File: src/core/csb_regs.svh
// Register bank constants: file addresses, status bit positions, reset values.
// Assumes a 5-bit file address space and an 8-bit data path.
`ifndef CSB_REGS_SVH
`define CSB_REGS_SVH
`define CSB_ADDR_INDIRECT 5'h00
`define CSB_ADDR_TIMER 5'h01
`define CSB_ADDR_PCL 5'h02
`define CSB_ADDR_STATUS 5'h03
`define CSB_ADDR_POINTER 5'h04
`define CSB_ADDR_TRIM 5'h05
`define CSB_ADDR_PINS 5'h06
`define CSB_ADDR_CMP 5'h07
`define CSB_ADDR_GPR_BASE 5'h08
`define CSB_BIT_C 0
`define CSB_BIT_DC 1
`define CSB_BIT_Z 2
`define CSB_BIT_PD 3
`define CSB_BIT_TO 4
`define CSB_BIT_RSVD 5
`define CSB_BIT_COMPARATOR_WAKE_FLAG 6
`define CSB_BIT_PIN_WAKE_FLAG 7
`define CSB_RST_PCL 8'hFF
`define CSB_RST_POINTER 8'hE0
`define CSB_RST_TRIM 8'hFE
`define CSB_RST_CMP 8'hFF
`define CSB_RST_OPTION 8'hFF
`define CSB_RST_DIR 4'hF
`define CSB_ABSENT_CMP 8'h00
`endif

File: src/core/csb_pkg.sv
// Types shared by the register bank and its ALU.
// Assumes the instruction decoder outside names its operation with this enum.
package csb_pkg;
	typedef enum logic [3:0] {
		CSB_OP_MOVE_WORKING_TO_FILE_INSTR, CSB_OP_CLR, CSB_OP_ADD, CSB_OP_SUB, CSB_OP_AND, CSB_OP_IOR, CSB_OP_XOR, CSB_OP_MOVF,
		CSB_OP_COM, CSB_OP_INC, CSB_OP_DEC, CSB_OP_RRF, CSB_OP_RLF, CSB_OP_SWAP, CSB_OP_BCF, CSB_OP_BSF
	} csb_op_t;
endpackage

File: src/core/csb_alu.sv
// Combinational ALU: result and zero, digit-carry, carry flags with affect masks.
// Assumes operands are already selected by the register bank.
`timescale 1ns/1ps
module csb_alu (
	input wire csb_pkg::csb_op_t i_op,
	input wire logic [7:0] i_w,
	input wire logic [7:0] i_f,
	input wire logic i_c,
	input wire logic [2:0] i_bit,
	output logic [7:0] o_result,
	output logic o_z,
	output logic o_dc,
	output logic o_c,
	output logic o_aff_z,
	output logic o_aff_dc,
	output logic o_aff_c
);
	logic [8:0] add_full;
	logic [8:0] sub_full;
	logic [4:0] add_low;
	logic [4:0] sub_low;
	logic [7:0] bit_one;
	assign add_full = {1'b0, i_f} + {1'b0, i_w};
	assign sub_full = {1'b0, i_f} + {1'b0, ~i_w} + 9'h001;
	assign add_low = {1'b0, i_f[3:0]} + {1'b0, i_w[3:0]};
	assign sub_low = {1'b0, i_f[3:0]} + {1'b0, ~i_w[3:0]} + 5'h01;
	assign bit_one = 8'h01 << i_bit;
	assign o_z = (o_result == 8'h00);
	always_comb begin
		o_result = i_f;
		o_dc = 1'b0;
		o_c = 1'b0;
		o_aff_z = 1'b1;
		o_aff_dc = 1'b0;
		o_aff_c = 1'b0;
		case (i_op)
			csb_pkg::CSB_OP_MOVE_WORKING_TO_FILE_INSTR: begin
				o_result = i_w;
				o_aff_z = 1'b0;
			end
			csb_pkg::CSB_OP_CLR: o_result = 8'h00;
			csb_pkg::CSB_OP_ADD: begin
				o_result = add_full[7:0];
				o_dc = add_low[4];
				o_c = add_full[8];
				o_aff_dc = 1'b1;
				o_aff_c = 1'b1;
			end
			csb_pkg::CSB_OP_SUB: begin
				// Carry out of f + ~w + 1 is one exactly when no borrow occurs
				o_result = sub_full[7:0];
				o_dc = sub_low[4];
				o_c = sub_full[8];
				o_aff_dc = 1'b1;
				o_aff_c = 1'b1;
			end
			csb_pkg::CSB_OP_AND: o_result = i_f & i_w;
			csb_pkg::CSB_OP_IOR: o_result = i_f | i_w;
			csb_pkg::CSB_OP_XOR: o_result = i_f ^ i_w;
			csb_pkg::CSB_OP_MOVF: o_result = i_f;
			csb_pkg::CSB_OP_COM: o_result = ~i_f;
			csb_pkg::CSB_OP_INC: o_result = i_f + 8'h01;
			csb_pkg::CSB_OP_DEC: o_result = i_f - 8'h01;
			csb_pkg::CSB_OP_RRF: begin
				o_result = {i_c, i_f[7:1]};
				o_c = i_f[0];
				o_aff_z = 1'b0;
				o_aff_c = 1'b1;
			end
			csb_pkg::CSB_OP_RLF: begin
				o_result = {i_f[6:0], i_c};
				o_c = i_f[7];
				o_aff_z = 1'b0;
				o_aff_c = 1'b1;
			end
			csb_pkg::CSB_OP_SWAP: begin
				o_result = {i_f[3:0], i_f[7:4]};
				o_aff_z = 1'b0;
			end
			csb_pkg::CSB_OP_BCF: begin
				o_result = i_f & ~bit_one;
				o_aff_z = 1'b0;
			end
			csb_pkg::CSB_OP_BSF: begin
				o_result = i_f | bit_one;
				o_aff_z = 1'b0;
			end
			default: o_result = i_f;
		endcase
	end
endmodule

File: src/core/csb_core_regs.sv
// Core special-function register bank with general purpose file and flag logic.
// Assumes a core decoder presents one instruction step per i_exec pulse on i_clk,
// and that reset cause and wake cause inputs come from logic on the same clock.
`timescale 1ns/1ps
`include "csb_regs.svh"
module csb_core_regs #(
	parameter bit HAS_COMPARATOR = 1'b1,
	parameter int GPR_DEPTH = 24
) (
	input wire logic i_clk,
	input wire logic i_resetn,
	input wire logic i_ext_reset,
	input wire logic i_wake_pin,
	input wire logic i_wake_cmp,
	input wire logic i_exec,
	input wire csb_pkg::csb_op_t i_op,
	input wire logic [4:0] i_file_addr,
	input wire logic [7:0] i_w,
	input wire logic [2:0] i_bit,
	input wire logic i_dest_f,
	input wire logic i_option_load,
	input wire logic i_dir_load,
	input wire logic i_watchdog_clear,
	input wire logic i_sleep,
	input wire logic i_watchdog_timeout,
	input wire logic i_pc_step,
	input wire logic i_pc_load,
	input wire logic [7:0] i_pc_value,
	input wire logic i_timer_tick,
	input wire logic [3:0] i_pins,
	input wire logic i_cmp_level,
	output logic [7:0] o_result,
	output logic o_result_valid,
	output logic [7:0] o_status,
	output logic [7:0] o_program_counter_low,
	output logic [7:0] o_timer_count_value,
	output logic [7:0] o_indirect_address_pointer,
	output logic [7:0] o_oscillator_trim,
	output logic [3:0] o_pin_latch,
	output logic [7:0] o_comparator_setup,
	output logic [7:0] o_timer_watchdog_options,
	output logic [3:0] o_pin_direction
);
	logic [7:0] gpr [GPR_DEPTH];
	logic [7:0] timer_count_value;
	logic [7:0] program_counter_low;
	logic [7:0] indirect_address_pointer;
	logic [7:0] oscillator_trim;
	logic [3:0] pin_latch;
	logic [7:0] comparator_setup;
	logic [7:0] timer_watchdog_options;
	logic [3:0] pin_direction;
	logic pin_wake_flag, comparator_wake_flag, timeout_flag, powerdown_flag;
	logic zero_flag, digit_carry_flag, carry_flag;
	logic [3:0] pins_meta, pins_sync;
	logic cmp_meta, cmp_sync;
	logic any_reset;
	logic [4:0] eff_addr;
	logic [7:0] status_view, cmp_view, file_rd;
	logic [7:0] alu_res;
	logic alu_z, alu_dc, alu_c, aff_z, aff_dc, aff_c;
	logic file_wr;
	logic wr_timer, wr_pcl, wr_status, wr_pointer, wr_trim, wr_pins, wr_cmp, wr_gpr;
	logic [4:0] gpr_index;
	logic next_z, next_dc, next_c, step_ok, flag_op;

	// Any reset source presets the option, direction, PROGRAM_COUNTER_LOW and pointer registers
	assign any_reset = !i_resetn || i_ext_reset;
	// Indirect access through address zero; pointing back at zero reads zero and writes nothing
	assign eff_addr = (i_file_addr == `CSB_ADDR_INDIRECT) ? indirect_address_pointer[4:0] : i_file_addr;
	assign gpr_index = eff_addr - `CSB_ADDR_GPR_BASE;
	assign status_view = {pin_wake_flag, comparator_wake_flag, 1'b1, timeout_flag, powerdown_flag,
		zero_flag, digit_carry_flag, carry_flag};
	assign cmp_view = HAS_COMPARATOR ? {cmp_sync, comparator_setup[6:0]} : `CSB_ABSENT_CMP;
	always_comb begin
		file_rd = 8'h00;
		case (eff_addr)
			`CSB_ADDR_INDIRECT: file_rd = 8'h00;
			`CSB_ADDR_TIMER: file_rd = timer_count_value;
			`CSB_ADDR_PCL: file_rd = program_counter_low;
			`CSB_ADDR_STATUS: file_rd = status_view;
			`CSB_ADDR_POINTER: file_rd = indirect_address_pointer;
			`CSB_ADDR_TRIM: file_rd = oscillator_trim;
			`CSB_ADDR_PINS: file_rd = {4'h0, pins_sync};
			`CSB_ADDR_CMP: file_rd = cmp_view;
			default: file_rd = (int'(gpr_index) < GPR_DEPTH) ? gpr[gpr_index] : 8'h00;
		endcase
	end

	csb_alu u_alu (
		.i_op(i_op),
		.i_w(i_w),
		.i_f(file_rd),
		.i_c(carry_flag),
		.i_bit(i_bit),
		.o_result(alu_res),
		.o_z(alu_z),
		.o_dc(alu_dc),
		.o_c(alu_c),
		.o_aff_z(aff_z),
		.o_aff_dc(aff_dc),
		.o_aff_c(aff_c)
	);

	assign file_wr = i_exec && i_dest_f && !any_reset;
	assign wr_timer = file_wr && (eff_addr == `CSB_ADDR_TIMER);
	assign wr_pcl = file_wr && (eff_addr == `CSB_ADDR_PCL);
	assign wr_status = file_wr && (eff_addr == `CSB_ADDR_STATUS);
	assign wr_pointer = file_wr && (eff_addr == `CSB_ADDR_POINTER);
	assign wr_trim = file_wr && (eff_addr == `CSB_ADDR_TRIM);
	assign wr_pins = file_wr && (eff_addr == `CSB_ADDR_PINS);
	assign wr_cmp = file_wr && (eff_addr == `CSB_ADDR_CMP) && HAS_COMPARATOR;
	assign wr_gpr = file_wr && (eff_addr >= `CSB_ADDR_GPR_BASE) && (int'(gpr_index) < GPR_DEPTH);

	// A step that lands in a non-power reset is dropped, flag updates included
	assign step_ok = i_exec && !i_ext_reset;
	assign flag_op = aff_z || aff_dc || aff_c;
	// Any flag-affecting op masks the data write to all three arithmetic bits
	always_comb begin
		next_z = zero_flag;
		next_dc = digit_carry_flag;
		next_c = carry_flag;
		if (step_ok && aff_z) begin
			next_z = alu_z;
		end else if (wr_status && !flag_op) begin
			next_z = alu_res[`CSB_BIT_Z];
		end
		if (step_ok && aff_dc) begin
			next_dc = alu_dc;
		end else if (wr_status && !flag_op) begin
			next_dc = alu_res[`CSB_BIT_DC];
		end
		if (step_ok && aff_c) begin
			next_c = alu_c;
		end else if (wr_status && !flag_op) begin
			next_c = alu_res[`CSB_BIT_C];
		end
	end

	always_ff @(posedge i_clk) begin
		pins_meta <= i_pins;
		pins_sync <= pins_meta;
		cmp_meta <= i_cmp_level;
		cmp_sync <= cmp_meta;
	end

	// Arithmetic flags are undefined at power-up; cleared here for a defined start
	always_ff @(posedge i_clk) begin
		if (!i_resetn) begin
			zero_flag <= 1'b0;
			digit_carry_flag <= 1'b0;
			carry_flag <= 1'b0;
		end else begin
			zero_flag <= next_z;
			digit_carry_flag <= next_dc;
			carry_flag <= next_c;
		end
	end

	// Wake causes come only with a reset, so a reset event always wins over a data write
	always_ff @(posedge i_clk) begin
		if (!i_resetn) begin
			pin_wake_flag <= 1'b0;
			comparator_wake_flag <= 1'b0;
		end else if (i_ext_reset) begin
			pin_wake_flag <= i_wake_pin;
			comparator_wake_flag <= HAS_COMPARATOR && i_wake_cmp;
		end else if (wr_status) begin
			pin_wake_flag <= alu_res[`CSB_BIT_PIN_WAKE_FLAG];
			comparator_wake_flag <= HAS_COMPARATOR && alu_res[`CSB_BIT_COMPARATOR_WAKE_FLAG];
		end
	end

	// Time-out and power-down see no data path at all
	always_ff @(posedge i_clk) begin
		if (!i_resetn) begin
			timeout_flag <= 1'b1;
			powerdown_flag <= 1'b1;
		end else if (i_watchdog_timeout) begin
			timeout_flag <= 1'b0;
		end else if (i_watchdog_clear) begin
			timeout_flag <= 1'b1;
			powerdown_flag <= 1'b1;
		end else if (i_sleep) begin
			timeout_flag <= 1'b1;
			powerdown_flag <= 1'b0;
		end
	end

	always_ff @(posedge i_clk) begin
		if (any_reset) begin
			program_counter_low <= `CSB_RST_PCL;
			indirect_address_pointer <= `CSB_RST_POINTER;
			comparator_setup <= `CSB_RST_CMP;
			timer_watchdog_options <= `CSB_RST_OPTION;
			pin_direction <= `CSB_RST_DIR;
		end else begin
			if (wr_pcl) begin
				program_counter_low <= alu_res;
			end else if (i_pc_load) begin
				program_counter_low <= i_pc_value;
			end else if (i_pc_step) begin
				program_counter_low <= program_counter_low + 8'h01;
			end
			if (wr_pointer) begin
				indirect_address_pointer <= alu_res;
			end
			if (wr_cmp) begin
				comparator_setup <= alu_res;
			end
			if (i_option_load) begin
				timer_watchdog_options <= i_w;
			end
			if (i_dir_load) begin
				pin_direction <= i_w[3:0];
			end
		end
	end

	// Trim keeps its value over non-power resets so calibration survives a watchdog reset
	always_ff @(posedge i_clk) begin
		if (!i_resetn) begin
			oscillator_trim <= `CSB_RST_TRIM;
			timer_count_value <= 8'h00;
			pin_latch <= 4'h0;
		end else begin
			if (wr_trim) begin
				oscillator_trim <= alu_res;
			end
			if (wr_timer) begin
				timer_count_value <= alu_res;
			end else if (i_timer_tick) begin
				timer_count_value <= timer_count_value + 8'h01;
			end
			if (wr_pins) begin
				pin_latch <= alu_res[3:0];
			end
		end
	end

	always_ff @(posedge i_clk) begin
		if (wr_gpr) begin
			gpr[gpr_index] <= alu_res;
		end
	end

	always_ff @(posedge i_clk) begin
		if (!i_resetn) begin
			o_result <= 8'h00;
			o_result_valid <= 1'b0;
		end else begin
			o_result <= alu_res;
			o_result_valid <= i_exec && !i_ext_reset;
		end
	end

	always_ff @(posedge i_clk) begin
		if (!i_resetn) begin
			o_status <= 8'h00;
			o_program_counter_low <= `CSB_RST_PCL;
			o_timer_count_value <= 8'h00;
			o_indirect_address_pointer <= `CSB_RST_POINTER;
			o_oscillator_trim <= `CSB_RST_TRIM;
			o_pin_latch <= 4'h0;
			o_comparator_setup <= `CSB_RST_CMP;
			o_timer_watchdog_options <= `CSB_RST_OPTION;
			o_pin_direction <= `CSB_RST_DIR;
		end else begin
			o_status <= status_view;
			o_program_counter_low <= program_counter_low;
			o_timer_count_value <= timer_count_value;
			o_indirect_address_pointer <= indirect_address_pointer;
			o_oscillator_trim <= oscillator_trim;
			o_pin_latch <= pin_latch;
			o_comparator_setup <= cmp_view;
			o_timer_watchdog_options <= timer_watchdog_options;
			o_pin_direction <= pin_direction;
		end
	end
endmodule

File: config.mk
export PLATFORM = sky130hd
export DESIGN_NAME = csb_core_regs
export DESIGN_NICKNAME = d
export VERILOG_FILES = /design/src/core/csb_pkg.sv /design/src/core/csb_alu.sv /design/src/core/csb_core_regs.sv
export VERILOG_INCLUDE_DIRS = /design/src /design/src/core
export SDC_FILE = /design/constraint.sdc
export NUM_CORES = 1
export LEC_CHECK = 0
export BUFFER_PORTS_ARGS = -buffer_cell sky130_fd_sc_hd__clkbuf_2
export CAP_MARGIN = 40
export CORE_MARGIN = 2
export CORE_UTILIZATION = 25
export CTS_BUF_LIST = sky130_fd_sc_hd__clkbuf_8
export DETAILED_ROUTE_END_ITERATION = 8
export PLACE_DENSITY_LB_ADDON = 0.12
export SLEW_MARGIN = 20
export SYNTH_ARGS = -nofsm -noshare
export SYNTH_HDL_FRONTEND = slang
export SYNTH_SLANG_ARGS = --single-unit
File: constraint.sdc
create_clock -name i_clk -period 6.5 [get_ports i_clk]
set_clock_uncertainty 0.15 [all_clocks]
set_input_delay 0.325 -clock i_clk [delete_from_list [all_inputs] [get_ports i_clk]]
set_output_delay 0.325 -clock i_clk [all_outputs]
set_load 0.005 [all_outputs]
Word-level counts from Yosys, hierarchy flattened
Memories as Yosys holds them, arrays and structs flattened. Index checks and enable logic that the tools add are counted.

ROM bits: 0. Memories: 1. Logic and storage cells: 149. Register bits after elaboration: 145. Output and inout bits: 73. Bits of input ports: 48. Latch bits: 0. Bits in writable memories: 192.

Memory list: gpr (depth 24, width 8, read ports 1, clocked after Yosys merged registers in 0, wr ports 1, RTL line csb_core_regs.sv:44) `logic [7:0] gpr [GPR_DEPTH];`.

Shift-type cells: 1. Magnitude comparators: 2. Equality and inequality tests: 22. Reductions and logical operators: 39. Bitwise logic cells: 10. Divide/modulo/power cells: 0. Mux-type cells: 32. Multiply operators: 0. Add/subtract/negate cells: 11.

Operators by type and width (number): $pmux W8 S16 (1); $pmux W8 S8 (1); $mux W8 (6); $eq A4 B4 Y1 const B (8); $add A8 B1 Y8 const B (3); $not A8 Y8 (3); $eq A5 B3 Y1 const B (4); $mux W1 (20); $add A8 B8 Y9 (2); $and A8 B8 Y8 (2); $eq A4 B3 Y1 const B (4); $logic_and A1 B1 Y1 (16); $or A8 B8 Y8 (2); $reduce_bool A2 Y1 (6); $add A4 B4 Y5 (2); $eq A5 B2 Y1 const B (2); $logic_not A5 Y1 (2); $add A9 B1 Y9 const B (1); $eq A4 B2 Y1 const B (2); $logic_not A8 Y1 (1); $shl A1 B3 Y8 const A (1); $sub A8 B1 Y8 const B (1); $xor A8 B8 Y8 (1); $mux W6 (1); 19 further kinds (25).

Logic depth before layout (Yosys ltp)
Depth in word-level cells: 11. Gate-level depth with buffers: 25. Mapped depth without buffers: 24.

By module
A second synthesis with hierarchy kept.

Cells, all modules: 1367. Area, all modules: 15202.1 um2.

By module, submodules not included: csb_core_regs (cells each 1035, seq. area each 8668.3 um2, times used 1, area an instance 12963.7 um2); csb_alu (cells each 332, seq. area each 0.0 um2, times used 1, area an instance 2238.4 um2).

Least setup slack after synthesis
Ideal clock, no wire load.

Path type: input-to-reg. Start point: in i_file_addr[4]. End point: mem gpr[0][6] (data pin). Data required time: 6.017 ns. Arrival time: 5.037 ns. Stages: 24. Slack: 0.980 ns. Path buffers: 1. Library setup time: 0.333 ns. Cell sequence: buf_6 > nor3_1 > a31oi_1 > ha_1 > inv_1 > a311o_1 > nor2_1 > o221ai_1 > o22ai_1 > nor2_2 > inv_1 > ha_1 > inv_1 > fa_1 > a21o_1 > a21o_1 > a21oi_1 > o21ba_2 > o32a_1 > o32ai_1 > a211oi_1 > nand4b_1 > o21ai_1 > inv_1.

Longest elaborated chain between the ends: 9. Elaborated cells between the ends (all ways): 27. Those cells by class: add/sub (6); order compare (1); eq/ne (7); mux (4); bitwise (6); reduce/logical (2); memory (1).

Ends and longest elaborated chain: start: declaration (RTL line csb_core_regs.sv:17) `input wire logic [4:0] i_file_addr,`; $logic_not A5 Y1 (no source line); $mux W5 (*) (RTL line csb_core_regs.sv:70) `` assign eff_addr = (i_file_addr == `CSB_ADDR_INDIRECT) ? indirect_address_pointer[4:0] : i_file_addr; ``; $sub A5 B4 Y5 (no source line); $mem_v2 Z24 W8 or $lt A5 B5 Y1 (tied branches); $mux W8 (RTL line csb_core_regs.sv:86) `default: file_rd = (int'(gpr_index) < GPR_DEPTH) ? gpr[gpr_index] : 8'h00;`; $pmux W8 S8 (*) (RTL line csb_core_regs.sv:77) `case (eff_addr)`; $add A8 B8 Y9 (RTL line csb_alu.sv:24) `assign sub_full = {1'b0, i_f} + {1'b0, ~i_w} + 9'h001;`; $add A9 B1 Y9 (RTL line csb_alu.sv:24); $pmux W8 S16 (*) (RTL line csb_alu.sv:36) `case (i_op)`; via alu_res[6] (RTL line csb_core_regs.sv:60) `logic [7:0] alu_res;`; end: declaration (RTL line csb_core_regs.sv:44).

Mark *: on every way through the listed nets, which the timed path passes. The rest lies on a longest branch.

Final worst setup path
Start point: reg indirect_address_pointer[3]. End point: mem gpr[11][6] (data pin).

Longest elaborated chain between the ends: 8. Elaborated cells between the ends (all ways): 26. Those cells by class: add/sub (6); order compare (1); eq/ne (7); mux (4); bitwise (6); reduce/logical (1); memory (1).

Ends and longest elaborated chain: start: declaration (RTL line csb_core_regs.sv:47) `logic [7:0] indirect_address_pointer;`; start signal: assignment (RTL line csb_core_regs.sv:193) `` indirect_address_pointer <= `CSB_RST_POINTER; ``; start signal: assignment (RTL line csb_core_regs.sv:206) `indirect_address_pointer <= alu_res;`; $mux W5 (RTL line csb_core_regs.sv:70); $sub A5 B4 Y5 (no source line); $mem_v2 Z24 W8 or $lt A5 B5 Y1 (tied branches); $mux W8 (RTL line csb_core_regs.sv:86); $pmux W8 S8 (*) (RTL line csb_core_regs.sv:77); $add A8 B8 Y9 (RTL line csb_alu.sv:24); $add A9 B1 Y9 (RTL line csb_alu.sv:24); $pmux W8 S16 (*) (RTL line csb_alu.sv:36); via alu_res[6] (RTL line csb_core_regs.sv:60).

Marks and branches as above.

==> run metrics <==
CTS tree=done; GRT Total Usage=between 10% and 20%; area of the multi-input gates=about 6300 sq um; kind of critical path=flop to flop; WP data required=about 6.7 ns; Final Critical Period=between 6 and 7 ns; drt pass-1 iters=5; core area=60600 sq um; dominant cells by area after synthesis=edfxtp_1 (38%), dfxtp_1 (19%), mux2i_1 (3.8%); filler cell count=around 6200; GP Congestion=0.920; # H-tree levels=2; Clock Latency Late Sink=0.64 ns; initial antenna violation count=0; Die Y-Extent=approximately 250 um; # resized after CTS=0; vias in the first global route=12148; share of the synthesized area in the top cell type=between 30% and 40%; max-cap check violation count=0; max reg flops=192; EDFF count, synth=192; die area=63400 sq um; Worst VDD drop=116 uV; Post-Synthesis Cells=1394; Slew @ Worst Pin=0.928 ns; synthesis warning total=0; sequential cell area=8670 sq um; clk sinks=337; Setup Viol. Count Final=0; endpoints failing hold=0; largest area contributor in the netlist=edfxtp_1; first-pass GRT wire length=approximately 80000 um; Pleak=7.07 nW; final core occ=between 30% and 40%; post-synthesis register bit count=337; dpl hpwl=39600 um; die width=252 um; syn_nets=around 1500; gr ovfl total=0; WP data arrival=6.23 ns; Netlist cell types=88; Final period util=a little over 90%; Slew headroom=37.7%; Hold WC Path Type=primary input to flop; post-route setup TNS=0 ns; Avg WL per Cell=22.6 um; initial core utilization=between 20% and 30%; number of placement rows=90; post-synthesis sequential area ratio=56.4%; Residual DRC=0; minimum hold slack=between 0.07 and 0.08 ns; clock-pin slew on the worst setup and hold paths=0.06 ns; DRT iter0 DRCs=846; Critical Path Sink Type=flop; Nets=1703; vias per cell=~5; Layout area overhead=22.5%; Ant. Diodes=0; final WL=55200 um; Pwr per Cell Area=266 nW/um^2; Crit Path Max Fanout=24; Slew Limit Fails=0; syn_area_per_cell=between 10 and 15 sq um; status=finished clean; clock buffer depth=3; number of CTS-inserted buffers=59; remaining antenna violation count=0; share of cells above drive strength 1=around 20%; Pwr Total=0.00501 W; RSZ-0062 raised after global routing=false; Top reg by flops=gpr; cell area after synthesis=15400 sq um; I/O Buffers=120; ys flop type=edfxtp_1; fraction of registers with async set/reset=0%; # IOs=roughly 120; largest net degree at the start of global routing=79; FMAX=166 MHz; startpoint types=flop; total number of vias=12147; Root Buffer=clkbuf_8
## synth_stat cells (all sizes together), types with 9 or more instances
cell type  count
o211ai        20
nand2        153
or3            9
a221oi        19
clkbuf        58
xnor2         12
nor4          10
o22ai         19
a32oi         11
buf           18
a31oi         21
a21oi         58
nor3          32
nand2b        59
nor2         108
a211oi        17
nand3         21
and2          34
ha            29
dfxtp        145
edfxtp       192
nand4         18
inv           39
and3           9
o21ai         56
o221ai        25
nor2b         22
mux2i         58
## logic make-up after synthesis
| family | count (synthesis) | synth area share, % |
|---|---|---|
| and+or+nand+nor | 493 | 16.0 |
| DFF | 337 | 56.4 |
| AOI/OAI and AO/OA | 328 | 15.4 |
| buffers and inverters | 115 | 3.16 |
| muxes | 69 | 5.17 |
| adders and majority gates | 32 | 2.75 |
| xor gates and xnor gates | 20 | 1.14 |
## cell usage in the layout (no fill, tap or decap), types with 6 or more instances in the layout
| master | count |
|---|---|
| mux2i_1 | 58 |
| nor3_1 | 30 |
| o211ai_1 | 20 |
| and2_1 | 34 |
| a22oi_1 | 7 |
| nor2b_1 | 22 |
| a31oi_1 | 19 |
| clkbuf_2 | 120 |
| mux4_2 | 8 |
| edfxtp_1 | 192 |
| nand4_1 | 18 |
| o22ai_1 | 18 |
| clkbuf_8 | 67 |
| o221ai_1 | 25 |
| dlygate4sd3_1 | 38 |
| a32oi_1 | 10 |
| a221oi_1 | 18 |
| a211oi_1 | 16 |
| a21o_1 | 8 |
| nand2_1 | 153 |
| buf_4 | 79 |
| nor2_1 | 106 |
| clkinv_1 | 6 |
| dfxtp_1 | 145 |
| xnor2_1 | 12 |
| and3_1 | 9 |
| o21a_1 | 7 |
| o21ai_0 | 52 |
| nand3_1 | 21 |
| nand2b_1 | 59 |
| a21oi_1 | 57 |
| ha_1 | 29 |
| nand3b_1 | 6 |
| inv_1 | 54 |
| or3_1 | 9 |
| xor2_1 | 8 |
## layer usage
| metal | GRT usage (%) | up-vias | routed length, um |
|---|---|---|---|
| li1 | - | 5659 | - |
| met2 | 27.3 | 397 | 25000 |
| met3 | 3.01 | 76 | 3030 |
| met1 | 23.8 | 6013 | 25700 |
| met5 | 1.00 | - | 89 |
| met4 | 5.29 | 2 | 1370 |
## critical path, stage by stage, from the launching register on
cell and delay (ns):
dfxtp_1 0.42, buf_4 0.23, nor2_1 0.08, o31ai_2 0.64
buf_4 0.29, nor3_1 0.13, a32o_1 0.25, nor3_1 0.71
nor4_4 0.16, buf_4 0.24, fa_1 0.42, a21o_1 0.21
a21o_1 0.23, a21oi_1 0.21, o21ba_2 0.15, o32a_1 0.14
o32ai_1 0.09, a211oi_1 0.37, nand4b_1 0.18, o21ai_1 0.14
inv_1 0.11, buf_12 0.17
## timing repair
action / 4_1_cts / 5_1_grt
endpoints found under the setup margin: 0 / 0
hold buffers: 38 / 0
setup buffers: 0 / 0
hold endpoints to repair: 33 / 0
## metrics by stage
stage	instance area (sq um)	setup WS [ns]	instances
after floorplan	15400	0.980	1394
after global placement	17200	0.120	2285
after detailed placement	17300	0.110	2299
after CTS	18800	0.476	2434
after global routing	18800	0.216	2441
final	18800	0.487	2441
## layout make-up
type / count / share of cell area [%]
Clock buffer: 67 / 4.90
Clock inverter: 30 / 0.798
Inverter: 39 / 0.778
Multi-Input combinational cell: 942 / 33.3
Sequential cell: 337 / 46.1
Tap cell: 782 / 5.20
Timing Repair Buffer: 244 / 8.99
## path summary, 6_finish.rpt
path | slack [ns] | depth (start not counted) | start | endpoint
worst max register to register | 0.49 | 21 | indirect_address_pointer[3]$_SDFFE_PP0P_ | gpr[11][6]$_DFFE_PP_
worst min register to register | 0.18 | 0 | pins_meta[2]$_DFF_P_ | pins_sync[2]$_DFF_P_
worst max-delay path | 0.49 | 21 | indirect_address_pointer[3]$_SDFFE_PP0P_ | gpr[11][6]$_DFFE_PP_
worst min-delay path | 0.08 | 5 | i_pc_step | program_counter_low[0]$_SDFFE_PP1P_
## report_power, final
part / internal [W] / total [W] / switching [W]
sequential: 0.00236 / 0.00237 / 0.0000182
clock: 0.000964 / 0.00181 / 0.000846
combinational: 0.000282 / 0.000830 / 0.000548
total: 0.00360 / 0.00501 / 0.00141
Note: power is estimated with default switching activity, not from simulation.
